--- config.mk ---
export PLATFORM = sky130hd
export DESIGN_NAME = clcd_core
export DESIGN_NICKNAME = d
export VERILOG_FILES = /design/src/clcd_pkg.sv /design/src/clcd_frame_timer.sv /design/src/clcd_core.sv
export VERILOG_INCLUDE_DIRS = /design/src
export SDC_FILE = /design/constraint.sdc
export NUM_CORES = 2
export LEC_CHECK = 0
export BUFFER_PORTS_ARGS = -buffer_cell sky130_fd_sc_hd__buf_4
export CORE_ASPECT_RATIO = 0.7
export CORE_MARGIN = 1
export CORE_UTILIZATION = 41
export DETAILED_ROUTE_END_ITERATION = 12
export PLACE_DENSITY = 0.6
export SYNTH_ARGS = -nofsm -noshare
export SYNTH_HDL_FRONTEND = slang
export SYNTH_SLANG_ARGS = --single-unit
--- constraint.sdc ---
create_clock -name clk_i -period 6.2 [get_ports clk_i]
set_clock_uncertainty 0.15 [all_clocks]
set_input_delay 0.62 -clock clk_i [delete_from_list [all_inputs] [get_ports clk_i]]
set_output_delay 0.62 -clock clk_i [all_outputs]
set_load 0.005 [all_outputs]
--- src/clcd_regs.svh ---
`ifndef CLCD_REGS_SVH
`define CLCD_REGS_SVH

// ****************************************************************
// Timing and sizes
// ****************************************************************
`define CLCD_FRAME_DIV 2304
`define CLCD_BUSY_CYCLES 16
`define CLCD_BLINK_FRAMES 6'h20
`define CLCD_TEXT_DEPTH 80
`define CLCD_GLYPH_DEPTH 128
`define CLCD_ROWS 32
`define CLCD_ROWS_HALF 16
`define CLCD_BIAS_MUX16 3'h5
`define CLCD_BIAS_MUX32 3'h6
`define CLCD_BLANK_CODE 8'h20
`define CLCD_USER_GLYPH_COLUMN 4'h0

// ****************************************************************
// Text memory address map
// ****************************************************************
`define CLCD_ADDR_ZERO 7'h00
`define CLCD_ONE_END 7'h4F
`define CLCD_TWO_L1_END 7'h27
`define CLCD_TWO_L2_START 7'h40
`define CLCD_TWO_L2_END 7'h67
`define CLCD_FOUR_L1_END 7'h13
`define CLCD_FOUR_L2_START 7'h20
`define CLCD_FOUR_L2_END 7'h33
`define CLCD_FOUR_L3_START 7'h40
`define CLCD_FOUR_L3_END 7'h53
`define CLCD_FOUR_L4_START 7'h60
`define CLCD_FOUR_L4_END 7'h73
`define CLCD_FOUR_LINE_LEN 7'h14
`define CLCD_TWO_LINE_LEN 7'h28

// ****************************************************************
// Instruction codes and fields
// ****************************************************************
`define CLCD_CMD_CLEAR 8'h01
`define CLCD_CMD_HOME 8'h02
`define CLCD_CLS_ENTRY 6'h01
`define CLCD_CLS_DISPLAY 5'h01
`define CLCD_CLS_FUNCTION 3'h1
`define CLCD_CLS_GLYPH_ADDR 2'h1
`define CLCD_ENTRY_UP_BIT 1
`define CLCD_DISP_ON_BIT 2
`define CLCD_DISP_CURSOR_BIT 1
`define CLCD_DISP_BLINK_BIT 0
`define CLCD_FUNC_LINES_HI 3
`define CLCD_FUNC_LINES_LO 2
`define CLCD_FUNC_GEN_BIT 0

`endif

--- src/clcd_pkg.sv ---
`include "clcd_regs.svh"

package clcd_pkg;

  typedef struct packed {
    logic register_select;
    logic read_select;
    logic strobe;
    logic [7:0] data;
  } clcd_bus_in_type;

  typedef enum logic [1:0] {
    LINES_ONE,
    LINES_TWO,
    LINES_FOUR
  } clcd_lines_type;

  typedef enum logic [1:0] {
    ST_SWEEP,
    ST_WAIT,
    ST_IDLE
  } clcd_state_type;

endpackage

--- src/clcd_frame_timer.sv ---
`timescale 1ns/1ns
`include "clcd_regs.svh"

module clcd_frame_timer #(
  parameter int FRAME_DIV = `CLCD_FRAME_DIV,
  parameter int ROWS = `CLCD_ROWS
) (
  input wire logic clk_i,
  input wire logic rst_i,
  input wire logic one_line_i,
  output logic frame_tick_o,
  output logic [ROWS-1:0] row_select_o
);

  localparam int PERIOD_16 = FRAME_DIV / (ROWS / 2);
  localparam int PERIOD_32 = FRAME_DIV / ROWS;

  logic [11:0] cyc;
  logic [11:0] next_cyc;
  logic [11:0] row_cyc;
  logic [11:0] next_row_cyc;
  logic [4:0] row;
  logic [4:0] next_row;
  logic tick;
  logic next_tick;
  logic [11:0] period;

  // ****************************************************************
  // Frame and row counters
  // ****************************************************************
  always_comb begin
    period = one_line_i ? 12'(PERIOD_16) : 12'(PERIOD_32);
    next_tick = 1'b0;
    next_cyc = cyc + 12'h001;
    next_row_cyc = row_cyc + 12'h001;
    next_row = row;
    if (row_cyc >= period - 12'h001) begin
      next_row_cyc = 12'h000;
      next_row = row + 5'h01;
      if (one_line_i && row == 5'(ROWS / 2 - 1)) begin
        next_row = 5'h00;
      end
    end
    // The frame is the clock divided by FRAME_DIV in both multiplex modes.
    if (cyc == 12'(FRAME_DIV - 1)) begin
      next_cyc = 12'h000;
      next_tick = 1'b1;
      next_row_cyc = 12'h000;
      next_row = 5'h00;
    end
  end

  always_ff @(posedge clk_i or posedge rst_i) begin
    if (rst_i) begin
      cyc <= 12'h000;
      row_cyc <= 12'h000;
      row <= 5'h00;
      tick <= 1'b0;
    end else begin
      cyc <= next_cyc;
      row_cyc <= next_row_cyc;
      row <= next_row;
      tick <= next_tick;
    end
  end

  // ****************************************************************
  // Row drive
  // ****************************************************************
  always_comb begin
    row_select_o = '0;
    row_select_o[row] = 1'b1;
    // Paired rows let the board tie both halves together for more drive.
    if (one_line_i) begin
      row_select_o[row + 5'(ROWS / 2)] = 1'b1;
    end
  end

  assign frame_tick_o = tick;

endmodule

--- src/clcd_core.sv ---
`timescale 1ns/1ns
`include "clcd_regs.svh"

module clcd_core
  import clcd_pkg::*;
#(
  parameter int BUSY_CYCLES = `CLCD_BUSY_CYCLES,
  parameter int FRAME_DIV = `CLCD_FRAME_DIV
) (
  input wire logic clk_i,
  input wire logic rst_i,
  input wire clcd_bus_in_type bus_i,
  output logic [7:0] data_o,
  output logic data_oe_o,
  output logic busy_o,
  output logic generator_negative_o,
  output logic [2:0] bias_levels_o,
  output logic [`CLCD_ROWS-1:0] row_select_o,
  output logic frame_tick_o,
  output logic [6:0] cursor_addr_o,
  output logic cursor_on_o,
  output logic cursor_blink_o,
  output logic display_on_o,
  output logic [6:0] scan_index_o,
  output logic [7:0] scan_code_o,
  output logic scan_user_glyph_o
);

  // ****************************************************************
  // Address helpers
  // ****************************************************************
  function automatic logic text_addr_ok(input logic [6:0] a, input clcd_lines_type l);
    case (l)
      LINES_ONE: text_addr_ok = (a <= `CLCD_ONE_END);
      LINES_TWO: text_addr_ok = (a <= `CLCD_TWO_L1_END) ||
        (a >= `CLCD_TWO_L2_START && a <= `CLCD_TWO_L2_END);
      default: text_addr_ok = (a[4:0] < 5'(`CLCD_FOUR_LINE_LEN));
    endcase
  endfunction

  // Folds the sparse line ranges onto the 80 stored places.
  function automatic logic [6:0] text_index(input logic [6:0] a, input clcd_lines_type l);
    case (l)
      LINES_ONE: text_index = a;
      LINES_TWO: text_index = a[6] ? (a - `CLCD_TWO_L2_START + `CLCD_TWO_LINE_LEN) : a;
      default: text_index = 7'(a[6:5] * `CLCD_FOUR_LINE_LEN) + {2'h0, a[4:0]};
    endcase
  endfunction

  function automatic logic [6:0] step_addr(input logic [6:0] a, input logic glyph,
                                           input clcd_lines_type l, input logic up);
    logic [1:0] nbr_line;
    logic [6:0] n;
    nbr_line = up ? a[6:5] + 2'h1 : a[6:5] - 2'h1;
    n = up ? a + 7'h01 : a - 7'h01;
    if (!glyph && text_addr_ok(a, l) && !text_addr_ok(n, l)) begin
      case (l)
        LINES_ONE: n = up ? `CLCD_ADDR_ZERO : `CLCD_ONE_END;
        LINES_TWO: n = up ? (a[6] ? `CLCD_ADDR_ZERO : `CLCD_TWO_L2_START) :
          (a[6] ? `CLCD_TWO_L1_END : `CLCD_TWO_L2_END);
        default: n = up ? {nbr_line, 5'(`CLCD_ADDR_ZERO)} : {nbr_line, 5'(`CLCD_FOUR_L1_END)};
      endcase
    end
    step_addr = n;
  endfunction

  // ****************************************************************
  // State
  // ****************************************************************
  clcd_bus_in_type pin_meta, pin;
  clcd_state_type state, next_state;
  logic [7:0] busy_cnt, next_busy_cnt;
  logic [6:0] sweep_idx, next_sweep_idx;
  logic [6:0] ac, next_ac;
  logic glyph_mode, next_glyph_mode;
  logic step_up, next_step_up;
  clcd_lines_type lines, next_lines;
  logic gen_negative, next_gen_negative;
  logic disp_on, next_disp_on;
  logic cursor_en, next_cursor_en;
  logic blink_en, next_blink_en;
  logic [7:0] data_register, next_data_register;
  logic [5:0] blink_cnt, next_blink_cnt;
  logic blink_phase, next_blink_phase;
  logic [6:0] scan_idx, next_scan_idx;
  logic [7:0] next_data_o, next_scan_code;
  logic [7:0] text_mem [`CLCD_TEXT_DEPTH];
  logic [7:0] glyph_mem [`CLCD_GLYPH_DEPTH];
  logic text_we, glyph_we;
  logic [6:0] wr_idx;
  logic [7:0] wr_data;
  logic strobe_d, rise, fall, busy;
  logic [7:0] rd_byte, cmd;

  // ****************************************************************
  // Pin synchronisers
  // ****************************************************************
  always_ff @(posedge clk_i or posedge rst_i) begin
    if (rst_i) begin
      pin_meta <= '0;
      pin <= '0;
      strobe_d <= 1'b0;
    end else begin
      pin_meta <= bus_i;
      pin <= pin_meta;
      strobe_d <= pin.strobe;
    end
  end

  assign rise = pin.strobe & ~strobe_d;
  assign fall = ~pin.strobe & strobe_d;
  assign busy = (state != ST_IDLE);
  assign cmd = pin.data;
  assign rd_byte = glyph_mode ? glyph_mem[ac] :
    (text_addr_ok(ac, lines) ? text_mem[text_index(ac, lines)] : 8'h00);

  // ****************************************************************
  // Control next state
  // ****************************************************************
  always_comb begin
    next_state = state;
    next_busy_cnt = busy_cnt;
    next_sweep_idx = sweep_idx;
    next_ac = ac;
    next_glyph_mode = glyph_mode;
    next_step_up = step_up;
    next_lines = lines;
    next_gen_negative = gen_negative;
    next_disp_on = disp_on;
    next_cursor_en = cursor_en;
    next_blink_en = blink_en;
    next_data_register = data_register;
    next_data_o = data_o;
    text_we = 1'b0;
    glyph_we = 1'b0;
    wr_idx = 7'h00;
    wr_data = 8'h00;
    case (state)
      ST_SWEEP: begin
        // Blanking every place at power-up needs no host help.
        text_we = 1'b1;
        wr_idx = sweep_idx;
        wr_data = `CLCD_BLANK_CODE;
        next_sweep_idx = sweep_idx + 7'h01;
        if (sweep_idx == 7'(`CLCD_TEXT_DEPTH - 1)) begin
          next_sweep_idx = 7'h00;
          next_state = ST_IDLE;
          next_ac = `CLCD_ADDR_ZERO;
          next_glyph_mode = 1'b0;
          next_step_up = 1'b1;
        end
      end
      ST_WAIT: begin
        next_busy_cnt = busy_cnt - 8'h01;
        if (busy_cnt <= 8'h01) begin
          next_state = ST_IDLE;
        end
      end
      default: begin
        next_state = ST_IDLE;
      end
    endcase
    if (rise && pin.read_select) begin
      if (pin.register_select) begin
        next_data_register = rd_byte;
        next_data_o = rd_byte;
      end else begin
        next_data_o = {busy, ac};
      end
    end
    if (fall && pin.read_select && pin.register_select) begin
      next_ac = step_addr(ac, glyph_mode, lines, step_up);
    end else if (fall && !pin.read_select && !busy) begin
      next_state = ST_WAIT;
      next_busy_cnt = 8'(BUSY_CYCLES);
      if (pin.register_select) begin
        next_data_register = cmd;
        wr_data = cmd;
        if (glyph_mode) begin
          glyph_we = 1'b1;
          wr_idx = ac;
        end else begin
          // Places off the panel hold no data: writes there are dropped and reads give 00.
          text_we = text_addr_ok(ac, lines);
          wr_idx = text_index(ac, lines);
        end
        next_ac = step_addr(ac, glyph_mode, lines, step_up);
      end else begin
        // Instruction writes only steer state, nothing reads them back.
        if (cmd[7]) begin
          next_ac = cmd[6:0];
          next_glyph_mode = 1'b0;
        end else if (cmd[7:6] == `CLCD_CLS_GLYPH_ADDR) begin
          next_ac = {1'b0, cmd[5:0]};
          next_glyph_mode = 1'b1;
        end else if (cmd[7:5] == `CLCD_CLS_FUNCTION) begin
          case (cmd[`CLCD_FUNC_LINES_HI:`CLCD_FUNC_LINES_LO])
            2'h0: next_lines = LINES_ONE;
            2'h1: next_lines = LINES_TWO;
            default: next_lines = LINES_FOUR;
          endcase
          next_gen_negative = cmd[`CLCD_FUNC_GEN_BIT];
        end else if (cmd[7:3] == `CLCD_CLS_DISPLAY) begin
          next_disp_on = cmd[`CLCD_DISP_ON_BIT];
          next_cursor_en = cmd[`CLCD_DISP_CURSOR_BIT];
          next_blink_en = cmd[`CLCD_DISP_BLINK_BIT];
        end else if (cmd[7:2] == `CLCD_CLS_ENTRY) begin
          next_step_up = cmd[`CLCD_ENTRY_UP_BIT];
        end else if (cmd == `CLCD_CMD_HOME) begin
          next_ac = `CLCD_ADDR_ZERO;
          next_glyph_mode = 1'b0;
        end else if (cmd == `CLCD_CMD_CLEAR) begin
          next_state = ST_SWEEP;
        end
      end
    end
  end

  always_ff @(posedge clk_i or posedge rst_i) begin
    if (rst_i) begin
      state <= ST_SWEEP;
      busy_cnt <= 8'h00;
      sweep_idx <= 7'h00;
      ac <= 7'h00;
      glyph_mode <= 1'b0;
      step_up <= 1'b1;
      lines <= LINES_ONE;
      gen_negative <= 1'b0;
      disp_on <= 1'b0;
      cursor_en <= 1'b0;
      blink_en <= 1'b0;
      data_register <= 8'h00;
      data_o <= 8'h00;
    end else begin
      state <= next_state;
      busy_cnt <= next_busy_cnt;
      sweep_idx <= next_sweep_idx;
      ac <= next_ac;
      glyph_mode <= next_glyph_mode;
      step_up <= next_step_up;
      lines <= next_lines;
      gen_negative <= next_gen_negative;
      disp_on <= next_disp_on;
      cursor_en <= next_cursor_en;
      blink_en <= next_blink_en;
      data_register <= next_data_register;
      data_o <= next_data_o;
    end
  end

  // Memories have no reset; the power-up sweep gives text a known value.
  always_ff @(posedge clk_i) begin
    if (text_we) begin
      text_mem[wr_idx] <= wr_data;
    end
    if (glyph_we) begin
      glyph_mem[wr_idx] <= wr_data;
    end
  end

  // ****************************************************************
  // Display scan and cursor
  // ****************************************************************
  always_comb begin
    next_scan_idx = (scan_idx == 7'(`CLCD_TEXT_DEPTH - 1)) ? 7'h00 : scan_idx + 7'h01;
    next_scan_code = (state == ST_SWEEP) ? `CLCD_BLANK_CODE : text_mem[scan_idx];
    next_blink_cnt = blink_cnt;
    next_blink_phase = blink_phase;
    if (frame_tick_o) begin
      next_blink_cnt = blink_cnt + 6'h01;
      if (blink_cnt == `CLCD_BLINK_FRAMES - 6'h01) begin
        next_blink_cnt = 6'h00;
        next_blink_phase = ~blink_phase;
      end
    end
  end

  always_ff @(posedge clk_i or posedge rst_i) begin
    if (rst_i) begin
      scan_idx <= 7'h00;
      scan_index_o <= 7'h00;
      scan_code_o <= 8'h00;
      blink_cnt <= 6'h00;
      blink_phase <= 1'b0;
    end else begin
      scan_idx <= next_scan_idx;
      scan_index_o <= scan_idx;
      scan_code_o <= next_scan_code;
      blink_cnt <= next_blink_cnt;
      blink_phase <= next_blink_phase;
    end
  end

  clcd_frame_timer #(.FRAME_DIV(FRAME_DIV), .ROWS(`CLCD_ROWS)) u_timer (
    .clk_i(clk_i),
    .rst_i(rst_i),
    .one_line_i(lines == LINES_ONE),
    .frame_tick_o(frame_tick_o),
    .row_select_o(row_select_o)
  );

  // Codes in the first column pick a user glyph; the rest go to the ROM.
  assign scan_user_glyph_o = (scan_code_o[7:4] == `CLCD_USER_GLYPH_COLUMN);
  assign data_oe_o = pin.strobe & pin.read_select;
  assign busy_o = busy;
  assign generator_negative_o = gen_negative;
  assign bias_levels_o = (lines == LINES_ONE) ? `CLCD_BIAS_MUX16 : `CLCD_BIAS_MUX32;
  assign display_on_o = disp_on;
  assign cursor_addr_o = ac;
  assign cursor_on_o = disp_on & cursor_en & ~glyph_mode;
  assign cursor_blink_o = disp_on & blink_en & blink_phase & ~glyph_mode;

endmodule

==> flow_metrics.py <==
metrics = {
    "worst_setup_path": {
        "cp-end-kind": "flop",
        "start_kind": "flop",
        "setup.worst_path.start": "cursor_addr_o[5]",
        "path_max_fanout": 16,
        "reg2regPathDepth": 10,
        "crit_required_ns": 6.48,
        "timing.rr.start": "cursor_addr_o[5]",
        "cp_data_arrival_time_ns": 5.12,
        "criticalPathCategory": "reg -> reg",
    },
    "floorplan": {
        "die_w_um": 517,
        "floorplan.io_pins": 86,
        "coreArea_um2": 183000,
        "die-area_um2": 187000,
        "rows": 131,
        "start_util_pct": 41.5,
        "die_y_um": 362,
    },
    "synth": {
        "syn_inst": 3918,
        "synth_seq_cells": 1786,
        "postSynth.asyncResetShare_pct": 6.83,
        "ys_dominant_reg_cell": "edfxtp_1",
        "netlist_top_cells_area": "edfxtp_1, mux4_2, dfrtp_1",
        "synth_top_area_share_pct": 65.7,
        "synth_edf_count": 1664,
        "syn_area_per_cell_um2": 19.4,
        "ys_seq_area_share_pct": 69.7,
        "yosysUniqueCellTypes": 80,
        "synth_most_common_cell": "edfxtp_1",
        "yosys.area.top_type": "edfxtp_1",
        "synth_commonest_cells": "edfxtp_1, mux4_2, nor2_1",
        "yosys_warnings": 0,
        "netlist_area_um2": 76100,
    },
    "routing": {
        "wl_per_cell_um": 32.1,
        "drt_wl_total_mm": 213,
        "viasPerCell": 6.16,
        "via_count": 40845,
        "postRouteAntennaNets": 0,
        "drtIter0Drc": 5826,
        "dr.pass1.iters": 8,
        "drc_errors": 0,
    },
    "cells_and_area": {
        "num_antenna_cells": 0,
        "n_fill_cell": 15397,
        "instances_no_fill": 6635,
        "stdcell_area_um2": 85300,
        "final_layout_size_suffix_gt1_share_pct": 26.7,
        "syn_to_final_growth_pct": 12.1,
        "nets": 4081,
    },
    "pwr": {
        "p_leak_nw": 23.3,
        "power_mw": 29.3,
        "peakVddDrop_mv": 0.291,
        "power_density_nw_per_um2": 344,
    },
    "cts": {
        "clock_latency_ns": 0.82,
        "cts_tree": "done",
        "clk_pin_slew_ns": 0.07,
        "cts_root_buf": "clkbuf_16",
        "h-tree-depth": 4,
        "cts_hold_buf": 12,
        "postCtsSetupRepairBufs": 0,
        "post_cts_resized": 0,
        "cts_buffer_depth": 3,
        "cts_num_sinks": 1786,
        "cts-buffers-inserted": 165,
    },
    "timing": {
        "finalCritPeriodShare_pct": 78.0,
        "finalSetupViolCount": 0,
        "hold_violations": 0,
        "tightest_slew_ns": 1.27,
        "rsz0062_at_grt": "false",
        "fmaxAchievable_mhz": 207,
        "fin_crit_ns": 4.84,
        "slew-limit-headroom_pct": 14.5,
        "drv_slew": 0,
        "finalSetupTns_ns": 0,
    },
    "placement": {
        "numPlacedInstances": 6315,
        "dpl.hpwl_mm": 135,
        "io_buffers": 84,
        "gp_congestion": 0.879,
        "placed_cell_area_um2": 79700,
    },
    "run": {
        "maxCapViolCount": 0,
    },
    "grt": {
        "grt_max_degree": 120,
        "antenna_found_initial": 11,
        "grt_pass1_wl_mm": 303,
        "grt_pass1_vias": 39574,
        "overflow": 0,
        "grt_use_total_pct": 22.8,
    },
    "hold_path": {
        "min_from": "pin_meta[6]",
        "min_path_type": "reg -> reg",
        "whs_path_depth": 0,
    },
    "status": {
        "outcome": "completed",
    },
}
-- worst max-delay path, stage by stage, from the launching register on --
cell     delay (ns)
dfrtp_1        0.51
buf_4          0.27
ha_1           0.23
fa_1           0.42
xnor2_1        0.16
and2_1         0.20
o31ai_1        0.32
a22oi_1        0.18
nor2_1         0.28
nand2_1        0.68
nor2_1         1.01
-- placed cells by master (no fill, tap or decap), types with 12 or more instances in the layout --
cell              n
clkinv_1         32
clkbuf_16       168
xor2_1           24
buf_12           19
edfxtp_1       1664
nor2_1          325
mux2_2           28
a211oi_1         50
o21ai_0          37
o211ai_1         14
nor4_1           18
nand2b_1         16
buf_4           154
a22o_1           16
nand3_1          49
clkinv_2         25
mux2i_1         106
and2_1           20
clkbuf_1         34
xnor2_1          18
o22ai_1          12
inv_1            19
ha_1             31
and3_1           20
bufinv_16        18
nor2b_1          49
mux4_2          627
dlygate4sd3_1    12
nand2_1         128
a22oi_1          40
a21oi_1          52
nor3_1           27
nand4_1          15
dfrtp_1         112
-- routing by layer --
layer	routed length, µm	vias to the layer above	share of wire [%]	GRT usage (%)
met5	13	-	0.0061	0
met4	4360	2	2.0	5.51
met3	23900	258	11	5.76
met2	88900	2298	42	30.8
met1	95600	21773	45	36.5
li1	-	16514	-	-
-- through the flow --
stage | util, % | setup slack [ns] | hold WS (ns)
6_report | 46.6 | 1.36 | 0.210
5_1_grt | 46.6 | 1.16 | 0.222
4_1_cts | 46.6 | 1.45 | 0.212
3_5_place_dp | 43.5 | 1.49 | 0.185
3_3_place_gp | 43.5 | 1.53 | 0.188
2_1_floorplan | - | 1.27 | 0.181
-- cell type report --
class / count / area (µm²) / area share (%)
Clock buffer: 210 / 4440 / 5.21
Clock inverter: 97 / 1090 / 1.28
Inverter: 24 / 96.3 / 0.113
Multi-Input combinational cell: 1872 / 21900 / 25.7
Sequential cell: 1786 / 53000 / 62.2
Tap cell: 2460 / 3080 / 3.61
Timing Repair Buffer: 186 / 1660 / 1.95
-- worst paths after layout --
kind                       slack, ns            endpoint
min in group asynchronous       0.32  u_timer.row_cyc[4]
max reg2reg                     1.36     text_mem[57][6]
max                             1.36     text_mem[57][6]
max in group asynchronous       4.23         scan_idx[1]
min                             0.21              cmd[6]
min reg2reg                     0.21              cmd[6]
-- logic make-up after synthesis --
| kind of cell | synth area share (%) |
|---|---|
| compound gates | 3.02 |
| xor+xnor | 0.483 |
| fa+ha+maj | 0.562 |
| buf+inv | 1.63 |
| flops | 69.7 |
| mux | 20.4 |
| other cells | 0.00987 |
| simple gates | 4.25 |
-- state kept, by name (all words and copies together) (netlist names), 2 cells and up --
register         count
u_timer.row          5
lines                2
cmd                  8
sweep_idx            7
data_o               8
glyph_mem         1024
busy_cnt             8
u_timer.cyc         12
scan_idx             7
state                2
scan_code_o          8
scan_index_o         7
text_mem           640
cursor_addr_o        7
pin_meta            11
u_timer.row_cyc     12
blink_cnt            6
pin                  3
-- power breakdown --
| part | total (mW) | switching (mW) | internal (mW) |
|---|---|---|---|
| registers | 13.3 | 0.260 | 13.0 |
| clock network | 10.6 | 4.67 | 5.88 |
| logic | 5.46 | 3.43 | 2.03 |
(Power assumes the default switching activity.)
